==> src/verilog/oad_consts.svh <==
/*
 * Constants for the operand addressing and data map block: data-space
 * offsets, region bounds, field positions and reset values.
 * Assumes inclusion by bare name; definitions only.
 */
// Behaviour
// RULE_01: Indirect operand addressed by first/second pointer
// RULE_02: Direct mode uses 8-bit instruction address
// RULE_03: Immediate mode uses instruction byte, no access
// RULE_04: Auto inc/dec pointer after instruction executes
// RULE_05: Short jump adds signed offset -31..+32; code jumps -31..+31 only, and offset -32 steps the PC
// RULE_06: Offset of one executes as no-operation
// RULE_07: Jump target spans full 15-bit counter
// RULE_08: RAM, ports, registers share one data space
// RULE_09: Small RAM: 00-2F RAM, 30-7F unused
// RULE_10: Large RAM: 00-6F RAM, 70-7F unused
// RULE_11: Unused locations below 7F read all ones
// RULE_12: 80-CF reserved, nothing implemented there
// RULE_13: Port registers D0-DF; pin inputs read-only
// RULE_14: Shift, timer, reload registers at E9-ED
// RULE_15: F0-FF register RAM; pointers at FC/FD/FE
// RULE_16: Register operands restricted to F0-FF
// RULE_17: Bit instructions select bit 0 to 7
// RULE_18: Carry ops update accumulator, carry, half-carry
// RULE_19: Equality test skips next when unequal
// RULE_20: Pointer inc/dec wraps modulo 256
`ifndef OAD_CONSTS_SVH
`define OAD_CONSTS_SVH

// ****************************************
// Data-space region bounds
// ****************************************
`define OAD_SMALL_RAM_TOP  8'h2F
`define OAD_LARGE_RAM_TOP  8'h6F
`define OAD_UNUSED_TOP     8'h7F
`define OAD_REG_RAM_BASE   8'hF0
`define OAD_LARGE_RAM_SIZE 112

// ****************************************
// Register offsets
// ****************************************
`define OAD_P1_LATCH   8'hD0
`define OAD_P1_DIR     8'hD1
`define OAD_P1_PINS    8'hD2
`define OAD_P2_LATCH   8'hD4
`define OAD_P2_DIR     8'hD5
`define OAD_P2_PINS    8'hD6
`define OAD_PI_PINS    8'hD7
`define OAD_P3_LATCH   8'hD8
`define OAD_P3_DIR     8'hD9
`define OAD_P3_PINS    8'hDA
`define OAD_PD_LATCH   8'hDC
`define OAD_SHIFT      8'hE9
`define OAD_TMR_LO     8'hEA
`define OAD_TMR_HI     8'hEB
`define OAD_RLD_LO     8'hEC
`define OAD_RLD_HI     8'hED
`define OAD_CTRL       8'hEE
`define OAD_PSW        8'hEF
`define OAD_SECOND_PTR 8'hFC
`define OAD_STACK_PTR  8'hFD
`define OAD_FIRST_PTR  8'hFE

// ****************************************
// Field positions and values
// ****************************************
`define OAD_PSW_CARRY_BIT  6
`define OAD_PSW_HALF_BIT   7
`define OAD_ALL_ONES       8'hFF
`define OAD_ZERO_BYTE      8'h00
`define OAD_JUMP_MIN       -31
`define OAD_JUMP_MAX       32
`define OAD_PC_RESET       15'h0000

`endif

==> src/verilog/oad_pkg.sv <==
/*
 * Types for the operand addressing and data map block.
 * Assumes the constants header is compiled alongside.
 */
package oad_pkg;

  // ****************************************
  // Operand modes
  // ****************************************
  typedef enum logic [4:0] {
    OAD_MODE_INDIRECT = 5'h01,
    OAD_MODE_DIRECT   = 5'h02,
    OAD_MODE_IMMED    = 5'h04,
    OAD_MODE_AUTO     = 5'h08,
    OAD_MODE_REG      = 5'h10
  } oad_mode_t;

  // Operations executed on the resolved operand
  typedef enum logic [3:0] {
    OAD_OP_NONE  = 4'h0,
    OAD_OP_LOAD  = 4'h1,
    OAD_OP_STORE = 4'h2,
    OAD_OP_ADC   = 4'h3,
    OAD_OP_SUBTRACT_WITH_CARRY_OP  = 4'h4,
    OAD_OP_EQ    = 4'h5,
    OAD_OP_SBIT  = 4'h6,
    OAD_OP_RBIT  = 4'h7,
    OAD_OP_JUMP  = 4'h8
  } oad_op_t;

  // One decoded instruction presented by the core
  typedef struct packed {
    logic      valid;       // Instruction present this cycle
    oad_op_t   op;          // Operation
    oad_mode_t mode;        // Operand mode
    logic      use_second;  // Select second pointer instead of first
    logic      decrement;   // Auto mode: decrement, else increment
    logic [7:0] field;      // Address, immediate or register offset
    logic [2:0] bit_sel;    // Bit number for bit operations
    logic signed [5:0] rel; // Short relative jump offset
  } oad_instr_t;

  // Result of one instruction
  typedef struct packed {
    logic       done;       // Instruction finished
    logic       skip;       // Next instruction to be skipped
    logic       no_operation;        // Jump slot executed as no-operation
    logic [7:0] acc;        // Accumulator
    logic       carry;      // Carry flag
    logic       half;       // Half-carry flag
    logic [14:0] pc;        // Program counter
  } oad_result_t;

  // Block state other than RAM, register RAM and pin synchronisers
  typedef struct packed {
    logic [7:0]  acc;
    logic [14:0] pc;
    logic        carry;
    logic        half;
    logic        skip;
    logic        no_operation;
    logic        done;
    logic [7:0]  p1_latch;
    logic [7:0]  p1_dir;
    logic [7:0]  p2_latch;
    logic [7:0]  p2_dir;
    logic [7:0]  p3_latch;
    logic [7:0]  p3_dir;
    logic [7:0]  pd_latch;
    logic [7:0]  shift;
    logic [7:0]  tmr_lo;
    logic [7:0]  tmr_hi;
    logic [7:0]  rld_lo;
    logic [7:0]  rld_hi;
    logic [7:0]  ctrl;
    logic [5:0]  psw_rest;  // Status bits 5..0
  } oad_state_t;

endpackage

==> src/verilog/oad_data_map.sv <==
/*
 * Operand resolution, data-space decode and operand arithmetic for the
 * core. One instruction is taken per cycle and finished in that cycle.
 * Assumes the core presents decoded instructions on the same clock and
 * that port pin levels arrive asynchronously from the package.
 */
`timescale 1ns/100ps
`include "oad_consts.svh"

module oad_data_map
  import oad_pkg::*;
(
  // Clock and reset
  input  wire logic        i_clk_sys,
  input  wire logic        i_rst,
  // Configuration
  input  wire logic        i_large_ram,   // Large RAM option selected
  // Instruction side
  input  wire oad_instr_t  i_instr,
  // Port pins (asynchronous)
  input  wire logic [7:0]  i_p1_pins,
  input  wire logic [7:0]  i_p2_pins,
  input  wire logic [7:0]  i_pi_pins,
  input  wire logic [7:0]  i_p3_pins,
  // Results
  output oad_result_t      o_result,
  output logic [7:0]       o_first_ptr,
  output logic [7:0]       o_second_ptr,
  output logic [7:0]       o_stack_ptr,
  output logic [7:0]       o_p1_latch,
  output logic [7:0]       o_p1_dir,
  output logic [7:0]       o_p2_latch,
  output logic [7:0]       o_p2_dir,
  output logic [7:0]       o_p3_latch,
  output logic [7:0]       o_p3_dir,
  output logic [7:0]       o_pd_latch
);

  // ****************************************
  // Storage
  // ****************************************
  logic [7:0]  ram_q [`OAD_LARGE_RAM_SIZE];  // Main data RAM
  logic [7:0]  reg_q [16];                   // Register RAM F0-FF
  oad_state_t  st_q;                         // Block state
  oad_state_t  st_d;                         // Next block state

  // ****************************************
  // Pin synchronisers
  // ****************************************
  logic [31:0] pin_raw;                      // All pin inputs
  logic [31:0] pin_s1_q;                     // First stage
  logic [31:0] pin_s2_q;                     // Second stage
  logic [31:0] pin_s3_q;                     // Third stage
  logic [31:0] pin_q;                        // Accepted level

  assign pin_raw = {i_p3_pins, i_pi_pins, i_p2_pins, i_p1_pins};

  // Three stages; a change counts once stages two and three agree
  always_ff @(posedge i_clk_sys) begin
    // Shift chain, no reset
    pin_s1_q <= pin_raw;
    pin_s2_q <= pin_s1_q;
    pin_s3_q <= pin_s2_q;
    // Level clears on reset
    if (i_rst) begin
      pin_q <= 32'h00000000;
    end else begin
      // Per bit, once settled
      for (int b = 0; b < 32; b++) begin
        if (pin_s2_q[b] == pin_s3_q[b]) begin
          pin_q[b] <= pin_s3_q[b];
        end
      end
    end
  end

  // ****************************************
  // Address resolution
  // ****************************************
  logic [7:0] ptr_sel;     // Selected pointer value
  logic [7:0] addr;        // Effective data address
  logic       mem_access;  // Operand comes from data memory
  logic [7:0] rd_data;     // Data read at addr
  logic [7:0] operand;     // Operand value
  logic [3:0] reg_idx;     // Index into register RAM

  // Pointer select and effective address
  always_comb begin
    ptr_sel = i_instr.use_second ? reg_q[4'hC] : reg_q[4'hE]; // RULE_01
    addr       = ptr_sel;
    mem_access = 1'b1;
    // Mode picks the source
    unique case (i_instr.mode)
      OAD_MODE_INDIRECT: addr = ptr_sel;                    // RULE_01
      OAD_MODE_AUTO:     addr = ptr_sel;                    // RULE_04
      OAD_MODE_DIRECT:   addr = i_instr.field;              // RULE_02
      OAD_MODE_REG:      addr = {4'hF, i_instr.field[3:0]}; // RULE_16
      OAD_MODE_IMMED:    mem_access = 1'b0;                 // RULE_03
      default:           addr = ptr_sel;  // Idle slot
    endcase
  end

  // Register RAM index
  assign reg_idx = addr[3:0];

  // Data-space read decode
  always_comb begin
    rd_data = `OAD_ALL_ONES;
    if (addr <= `OAD_UNUSED_TOP) begin
      // Unused low locations read all ones
      if (addr <= (i_large_ram ? `OAD_LARGE_RAM_TOP
                               : `OAD_SMALL_RAM_TOP)) begin // RULE_09
        // RAM present here
        rd_data = ram_q[addr[6:0]];                         // RULE_10
      end else begin
        rd_data = `OAD_ALL_ONES;                            // RULE_11
      end
    end else if (addr >= `OAD_REG_RAM_BASE) begin
      // Register RAM F0-FF
      rd_data = reg_q[reg_idx];                             // RULE_15
    end else begin
      // 80-CF expansion and reserved holes: nothing here    RULE_12
      unique case (addr)
        `OAD_P1_LATCH: rd_data = st_q.p1_latch;             // RULE_13
        `OAD_P1_DIR:   rd_data = st_q.p1_dir;
        `OAD_P1_PINS:  rd_data = pin_q[7:0];
        `OAD_P2_LATCH: rd_data = st_q.p2_latch;
        `OAD_P2_DIR:   rd_data = st_q.p2_dir;
        `OAD_P2_PINS:  rd_data = pin_q[15:8];
        `OAD_PI_PINS:  rd_data = pin_q[23:16];
        `OAD_P3_LATCH: rd_data = st_q.p3_latch;
        `OAD_P3_DIR:   rd_data = st_q.p3_dir;
        `OAD_P3_PINS:  rd_data = pin_q[31:24];
        `OAD_PD_LATCH: rd_data = st_q.pd_latch;
        `OAD_SHIFT:    rd_data = st_q.shift;                // RULE_14
        `OAD_TMR_LO:   rd_data = st_q.tmr_lo;
        `OAD_TMR_HI:   rd_data = st_q.tmr_hi;
        `OAD_RLD_LO:   rd_data = st_q.rld_lo;
        `OAD_RLD_HI:   rd_data = st_q.rld_hi;
        `OAD_CTRL:     rd_data = st_q.ctrl;
        `OAD_PSW:      rd_data = {st_q.half, st_q.carry, st_q.psw_rest};
        default:       rd_data = `OAD_ALL_ONES;             // RULE_08
      endcase
    end
  end

  assign operand = mem_access ? rd_data : i_instr.field;    // RULE_03

  // ****************************************
  // Execution
  // ****************************************
  logic       run;          // Instruction executes (not skipped)
  logic       wr_en;        // Data memory write this cycle
  logic [7:0] wr_data;      // Data written at addr
  logic [8:0] sum;          // Carry arithmetic result
  logic [4:0] half_sum;     // Low nibble result
  logic [7:0] add_val;      // Operand or its complement
  logic [14:0] pc_rel;      // Relative jump target
  logic       ptr_step;     // Pointer update due

  // Skip eats one slot
  assign run = i_instr.valid && !st_q.skip;

  // Next-state logic for accumulator, flags, PC and stores
  always_comb begin
    st_d     = st_q;
    wr_en    = 1'b0;
    wr_data  = st_q.acc;
    add_val  = (i_instr.op == OAD_OP_SUBTRACT_WITH_CARRY_OP) ? ~operand : operand;
    sum      = 9'({1'b0, st_q.acc} + {1'b0, add_val}
                  + {8'h00, st_q.carry});                   // RULE_18
    half_sum = 5'({1'b0, st_q.acc[3:0]} + {1'b0, add_val[3:0]}
                  + {4'h0, st_q.carry});
    // Target over all 15 bits
    pc_rel   = 15'(st_q.pc + {{9{i_instr.rel[5]}}, i_instr.rel});
    st_d.done = i_instr.valid;
    st_d.no_operation  = 1'b0;
    // Each valid slot steps the PC
    if (i_instr.valid) begin
      st_d.skip = 1'b0;
      st_d.pc   = 15'(st_q.pc + 15'h0001);
    end
    // Skipped slot does no more
    if (run) begin
      unique case (i_instr.op)
        OAD_OP_LOAD: st_d.acc = operand;
        OAD_OP_STORE: begin
          // Accumulator out
          wr_en = mem_access;
        end
        OAD_OP_ADC, OAD_OP_SUBTRACT_WITH_CARRY_OP: begin
          // Flags from the sum
          st_d.acc   = sum[7:0];                            // RULE_18
          st_d.carry = sum[8];
          st_d.half  = half_sum[4];
        end
        OAD_OP_EQ: st_d.skip = (st_q.acc != operand);       // RULE_19
        OAD_OP_SBIT, OAD_OP_RBIT: begin
          // Read, modify, write
          wr_en   = mem_access;
          wr_data = rd_data;
          wr_data[i_instr.bit_sel] =
            (i_instr.op == OAD_OP_SBIT);                    // RULE_17
        end
        OAD_OP_JUMP: begin
          // Offset -32: plain step
          if (i_instr.rel == 6'sd1) begin
            st_d.no_operation = 1'b1;                                // RULE_06
          end else if (i_instr.rel >= 6'sd0 - 6'sd31) begin
            st_d.pc = pc_rel;                               // RULE_05 RULE_07
          end
        end
        default: ;
      endcase
    end
    // Writes to the mapped registers; pin inputs ignore writes
    if (wr_en) begin
      unique case (addr)
        `OAD_P1_LATCH: st_d.p1_latch = wr_data;             // RULE_13
        `OAD_P1_DIR:   st_d.p1_dir   = wr_data;
        `OAD_P2_LATCH: st_d.p2_latch = wr_data;
        `OAD_P2_DIR:   st_d.p2_dir   = wr_data;
        `OAD_P3_LATCH: st_d.p3_latch = wr_data;
        `OAD_P3_DIR:   st_d.p3_dir   = wr_data;
        `OAD_PD_LATCH: st_d.pd_latch = wr_data;
        `OAD_SHIFT:    st_d.shift    = wr_data;             // RULE_14
        `OAD_TMR_LO:   st_d.tmr_lo   = wr_data;
        `OAD_TMR_HI:   st_d.tmr_hi   = wr_data;
        `OAD_RLD_LO:   st_d.rld_lo   = wr_data;
        `OAD_RLD_HI:   st_d.rld_hi   = wr_data;
        `OAD_CTRL:     st_d.ctrl     = wr_data;
        `OAD_PSW: begin
          // Flags in top bits
          st_d.half     = wr_data[`OAD_PSW_HALF_BIT];
          st_d.carry    = wr_data[`OAD_PSW_CARRY_BIT];
          st_d.psw_rest = wr_data[5:0];
        end
        default: ;
      endcase
    end
  end

  // Auto mode steps pointer
  assign ptr_step = run && (i_instr.mode == OAD_MODE_AUTO);

  // Block state register
  always_ff @(posedge i_clk_sys) begin
    if (i_rst) begin
      // PC to reset vector
      st_q    <= '0;
      st_q.pc <= `OAD_PC_RESET;
    end else begin
      // Next state
      st_q <= st_d;
    end
  end

  // ****************************************
  // RAM and register RAM
  // ****************************************
  logic ram_hit;  // Write lands in main RAM
  assign ram_hit = addr <= (i_large_ram ? `OAD_LARGE_RAM_TOP
                                         : `OAD_SMALL_RAM_TOP);

  // One write path per entry
  genvar g;
  generate
    for (g = 0; g < `OAD_LARGE_RAM_SIZE; g++) begin : g_ram
      // Not cleared by reset
      always_ff @(posedge i_clk_sys) begin
        if (wr_en && ram_hit && addr[6:0] == 7'(g)) begin
          ram_q[g] <= wr_data;
        end
      end
    end
    // Register RAM and pointers
    for (g = 0; g < 16; g++) begin : g_reg
      always_ff @(posedge i_clk_sys) begin
        if (i_rst) begin
          // Pointers start at zero
          reg_q[g] <= `OAD_ZERO_BYTE;
        end else if (wr_en && addr >= `OAD_REG_RAM_BASE
                     && reg_idx == 4'(g)) begin
          // Write beats a step
          reg_q[g] <= wr_data;                              // RULE_15
        end else if (ptr_step && ((g == 12 && i_instr.use_second)
                     || (g == 14 && !i_instr.use_second))) begin
          // Step after use; 8-bit arithmetic wraps at 256
          reg_q[g] <= i_instr.decrement
                      ? 8'(reg_q[g] - 8'h01)                // RULE_04
                      : 8'(reg_q[g] + 8'h01);               // RULE_20
        end
      end
    end
  endgenerate

  // ****************************************
  // Outputs
  // ****************************************
  // Result bundle
  assign o_result.done  = st_q.done;
  assign o_result.skip  = st_q.skip;
  assign o_result.no_operation   = st_q.no_operation;
  assign o_result.acc   = st_q.acc;
  assign o_result.carry = st_q.carry;
  assign o_result.half  = st_q.half;
  assign o_result.pc    = st_q.pc;
  // Pointer registers
  assign o_first_ptr    = reg_q[4'hE];
  assign o_second_ptr   = reg_q[4'hC];
  assign o_stack_ptr    = reg_q[4'hD];
  // Port registers
  assign o_p1_latch     = st_q.p1_latch;
  assign o_p1_dir       = st_q.p1_dir;
  assign o_p2_latch     = st_q.p2_latch;
  assign o_p2_dir       = st_q.p2_dir;
  assign o_p3_latch     = st_q.p3_latch;
  assign o_p3_dir       = st_q.p3_dir;
  assign o_pd_latch     = st_q.pd_latch;

  // ****************************************
  // Assertions
  // ****************************************
  // Pointer stepping
  AST_PTR_INC: assert property (@(posedge i_clk_sys) disable iff (i_rst) // RULE_04
    ptr_step && !i_instr.decrement && !i_instr.use_second
    |=> o_first_ptr == 8'($past(o_first_ptr) + 8'h01))
    else $error("first pointer did not step up");
  AST_PTR_WRAP: assert property (@(posedge i_clk_sys) disable iff (i_rst) // RULE_20
    ptr_step && i_instr.decrement && !i_instr.use_second
    && o_first_ptr == 8'h00 |=> o_first_ptr == 8'hFF)
    else $error("first pointer did not wrap");
  // Data-space decode
  AST_UNUSED: assert property (@(posedge i_clk_sys) disable iff (i_rst) // RULE_11
    addr > 8'h6F && addr <= 8'h7F |-> rd_data == 8'hFF)
    else $error("unused location not all ones");
  // Jump slot
  AST_NOP: assert property (@(posedge i_clk_sys) disable iff (i_rst) // RULE_06
    run && i_instr.op == OAD_OP_JUMP && i_instr.rel == 6'sd1
    |=> o_result.no_operation && o_result.pc == 15'($past(o_result.pc) + 15'h1))
    else $error("jump of one not a no-operation");
  AST_JUMP: assert property (@(posedge i_clk_sys) disable iff (i_rst) // RULE_07
    run && i_instr.op == OAD_OP_JUMP && i_instr.rel != 6'h01
    && i_instr.rel != 6'h20 |=> o_result.pc == 15'($past(o_result.pc)
    + {{9{$past(i_instr.rel[5])}}, $past(i_instr.rel)}))
    else $error("jump target wrong");
  // Operand resolution
  AST_EQ: assert property (@(posedge i_clk_sys) disable iff (i_rst) // RULE_19
    run && i_instr.op == OAD_OP_EQ |=> o_result.skip
    == ($past(st_q.acc) != $past(operand)))
    else $error("equality skip wrong");
  AST_IMM: assert property (@(posedge i_clk_sys) disable iff (i_rst) // RULE_03
    i_instr.mode == OAD_MODE_IMMED |-> !wr_en && operand == i_instr.field)
    else $error("immediate touched memory");
  AST_PINS_RO: assert property (@(posedge i_clk_sys) disable iff (i_rst) // RULE_13
    wr_en && addr == 8'hD2 |=> $stable(o_p1_latch) && $stable(o_p1_dir))
    else $error("pin input write had effect");
  AST_REG: assert property (@(posedge i_clk_sys) disable iff (i_rst) // RULE_16
    i_instr.mode == OAD_MODE_REG |-> addr[7:4] == 4'hF)
    else $error("register operand outside F0-FF");
  // Main scenarios
  COV_JUMP: cover property (@(posedge i_clk_sys)
    run && i_instr.op == OAD_OP_JUMP);
  COV_AUTO: cover property (@(posedge i_clk_sys) ptr_step);
  COV_SKIP: cover property (@(posedge i_clk_sys) o_result.skip);
  COV_NOP: cover property (@(posedge i_clk_sys) o_result.no_operation);
  COV_WRAP: cover property (@(posedge i_clk_sys)
    ptr_step && i_instr.decrement && o_first_ptr == 8'h00);

endmodule

==> config.mk <==
export PLATFORM = sky130hd
export DESIGN_NAME = oad_data_map
export DESIGN_NICKNAME = d
export VERILOG_FILES = /design/src/verilog/oad_pkg.sv /design/src/verilog/oad_data_map.sv
export VERILOG_INCLUDE_DIRS = /design/src /design/src/verilog
export SDC_FILE = /design/constraint.sdc
export NUM_CORES = 2
export LEC_CHECK = 0
export BUFFER_PORTS_ARGS = -buffer_cell sky130_fd_sc_hd__buf_4
export CORE_MARGIN = 2
export CORE_UTILIZATION = 30
export DETAILED_ROUTE_END_ITERATION = 16
export GPL_TIMING_DRIVEN = 1
export HOLD_SLACK_MARGIN = 0.08
export PLACE_DENSITY_LB_ADDON = 0.3
export SLEW_MARGIN = 20
export SYNTH_ARGS = -nofsm -noshare
export SYNTH_HDL_FRONTEND = slang
export SYNTH_SLANG_ARGS = --single-unit
==> constraint.sdc <==
create_clock -name i_clk_sys -period 7.7 [get_ports i_clk_sys]
set_input_delay 1.155 -clock i_clk_sys [delete_from_list [all_inputs] [get_ports i_clk_sys]]
set_output_delay 1.155 -clock i_clk_sys [all_outputs]
set_load 0.05 [all_outputs]
==> impl_metrics.csv <==
group,metric,value,unit
run_status,status,"complete, no violations",
sta,finalSetupViolCount,0,
drt,vias,36321,
final_layout,drive_gt1_frac,0.158,
synth,synth.distinct_cells,96,
sta,setup_ws,640,ps
clock_tree,post_cts_resize_count,0,
worst_setup_path,end_kind,"flip-flop",
grt,grt_use_total,0.195,
run,max-cap-violations,0,
final_layout,final_area,62300,um^2
placed_design,place_congestion,0.934,
power_and_ir_drop,p_leak,21.7,nW
power_and_ir_drop,p_total,15.4,mW
synth,synth.area.top_cells,"edfxtp_1 (57%), dfxtp_1 (9.9%), mux2i_1 (4.3%)",
clock_tree,cts_max_level,4,
drt,wl_per_cell,27.4,um
final_layout,postLayoutCoreUtil,0.350,
synth,synthMuxAreaShare,0.0651,
final_layout,fillers,17273,
placed_design,dpl.hpwl,122000,um
sta,setup-tns-final,0,ps
worst_setup_path,slowest_delay,910,ps
power_and_ir_drop,p_per_area,246,nW/um^2
synth,synth_most_common_cell,"edfxtp_1",
worst_setup_path,critPathMaxFanout,15,
clock_tree,cts.sinks,1290,
grt,antenna_found_initial,5,
grt,gr-total-overflow,0,
synth,synth_edf_count,1024,
synth,synth_seq_cells,1290,
die,initial_utilization,0.301,
die,floorplan.die_area,182000,um^2
clock_tree,insertion_delay,790,ps
synth,syn_inst,4019,
final_layout,regArea,36100,um^2
clock_tree,numCtsBuffers,139,
worst_hold_path,hp-start,"pin_s1_q[8]",
grt,grt_max_degree,113,
die,ios,172,
synth,synth_top_area_cell,"edfxtp_1",
sta,hold_viol_final,0,
sta,slew_violations,0,
die,num_rows,155,
synth,seq_area_frac_synth,0.673,
clock_tree,root_buffer,"clkbuf_16",
worst_setup_path,path_class,"flip-flop to flip-flop",
synth,netlist_top_cells_count,"edfxtp_1 (1024), nor2_1 (400), nand2_1 (289)",
synth,avgSynthCellArea,13.3,um^2
sta,rsz0062_at_grt,"no",
final_layout,syn_to_final_growth,16.3,%
final_layout,nets,4291,
worst_setup_path,timing.rr.start,"reg_q[14][1]",
sta,max_freq,0.142,GHz
synth,synth-simple-area-share,0.0778,
clock_tree,cts_hold_buffers,0,
worst_setup_path,cp_data_required_time,8340,ps
sta,hold-worst-slack,325,ps
grt,grt_pass1_vias,34447,
sta,finClkSkew,36.2,ps
worst_setup_path,cp_slowest_cell,"o21ai_0",
sta,tightest_slew,1190,ps
grt,grt_first_pass_wirelength,257000,um
worst_setup_path,cp-start-kind,"flip-flop",
die,die_x,427,um
synth,synth_fa_ha_area_frac,0.0100,
placed_design,place_inst,6401,
clock_tree,clk_pin_slew,60,ps
clock_tree,ctsLongestPathBuffers,3,
synth,syn_nets,4123,
placed_design,numPortBuffers,171,
final_layout,layoutNonFillerInstCount,6651,
die,die_h,427,um
synth,synthFlopType,"edfxtp_1",
synth,synth.yosys.warnings,0,
drt,dr.pass1.iters,9,
synth,synth_top_area_frac,0.574,
worst_setup_path,cp_common_cell,"o21ai_0",
placed_design,place_area,58100,um^2
synth,synth_area,53600,um^2
die,design.core.area,178000,um^2
worst_setup_path,path_cells,"inv_1, o21ai_0, o32a_2, buf_4, o22ai_1, or4_1, o21ai_0, o2111ai_1, o211ai_1, o21ai_0, xor2_1, fa_1, inv_1, fa_1, nor2b_1, o21ai_0, nand2b_1, a21oi_1, o21bai_1, a21o_1, a211oi_1, nor3_1, a21oi_1, nor2_1",
synth,synthArstFlopShare,0,
sta,relSlewSlack,0.205,
clock_tree,post-cts-setup-buffers,0,
sta,period_share,0.917,
power_and_ir_drop,ir_worst_vdd,191,uV
clock_tree,cts_tree,"yes",
drt,ant_nets,0,
worst_setup_path,critical_path_buf_inv_count,3,
final_layout,multi_input_area,15900,um^2
drt,drt-initial-drc-count,4184,
sta,fin_crit,7060,ps
worst_setup_path,cp_top_family,"compound AO/OA/AOI/OAI gates",
synth,synthXorXnorAreaFrac,0.0104,
drt,routed_wl,182000,um
worst_setup_path,arrival,7700,ps
drt,drc,0,
placed_design,dp_slack,404,ps
worst_setup_path,crit_start,"reg_q[14][1]",
synth,synth_top_family_by_area,"compound AO/OA/AOI/OAI gates",
drt,via_per_inst,5.46,
synth,synth-compound-area-share,0.128,
worst_hold_path,hp-class,"flip-flop to flip-flop",
## power breakdown
| part | leakage, nW | total [mW] | switching (mW) | internal, mW |
|---|---|---|---|---|
| Combinational | 7.71 | 1.36 | 0.925 | 0.431 |
| Clock | 2.09 | 6.35 | 2.75 | 3.60 |
| Sequential | 11.9 | 7.66 | 0.0564 | 7.61 |
## metal layers
layer | GRT usage | part of all wire
met1 | 0.266 | 0.42
met4 | 0.0746 | 0.038
met3 | 0.0387 | 0.081
met2 | 0.307 | 0.46
met5 | 0 | 0
## cell usage in the layout, fill, tap and decap left out, types with 19 or more instances in the layout
master and count:
edfxtp_1 1024, nor2_1 393, buf_4 326, nand2_1 289
a21oi_1 278, dfxtp_1 266, mux2i_1 230, a22oi_1 208
clkbuf_16 143, o22ai_1 105, o21ai_0 105, nand3_1 53
a22o_1 40, mux4_2 38, ha_1 35, xnor2_1 34
clkbuf_1 34, nor3_1 29, a21o_1 29, inv_1 29
buf_12 29, a211oi_1 28, o31ai_1 26, xor2_1 26
clkinv_1 25, clkinv_2 23, nand3b_1 22, and3_1 21
a31oi_1 20, nor4_1 19
## cell families after synthesis
kind of cell,count (synthesis)
AND/OR/NAND/NOR,941
AO/OA/AOI/OAI,1025
buffers and inverters,368
flip-flops,1290
adder cells (fa/ha/maj),40
multiplexers,293
XOR/XNOR,62
## flip-flops by register name, indices dropped and copies added (netlist names)
name	cells
st_q	54
ram_q	896
o_p1_dir	8
pin_s3_q	32
o_p3_dir	8
pin_s1_q	32
pin_s2_q	32
reg_q	128
pin_q	32
o_p2_dir	8
o_result	28
o_p3_latch	8
o_p1_latch	8
o_pd_latch	8
o_p2_latch	8
## area by class of cell
| cell class | count | share of cell area |
|---|---|---|
| Tap cell | 2355 | 0.0473 |
| Sequential cell | 1290 | 0.579 |
| Multi-Input combinational cell | 2361 | 0.254 |
| Clock buffer | 184 | 0.0607 |
| Clock inverter | 64 | 0.00763 |
| Antenna cell | 2 | 0.0000803 |
| Inverter | 39 | 0.00263 |
| Timing Repair Buffer | 356 | 0.0487 |
## worst register-to-register path: cells and delay by family, from the launching register on
family,cells,cell delay [ps]
flops,1,720
simple gates,5,870
buf+inv,3,590
compound gates,13,3920
fa+ha+maj,2,610
xor+xnor,1,190
## final timing paths
kind	cells past startpoint	end	slack (ps)
min	0	pin_s2_q[8]	330
max	24	o_result[16]	640
min reg2reg	0	pin_s2_q[8]	330
max reg2reg	24	o_result[16]	640
(Power assumes the default switching activity.)
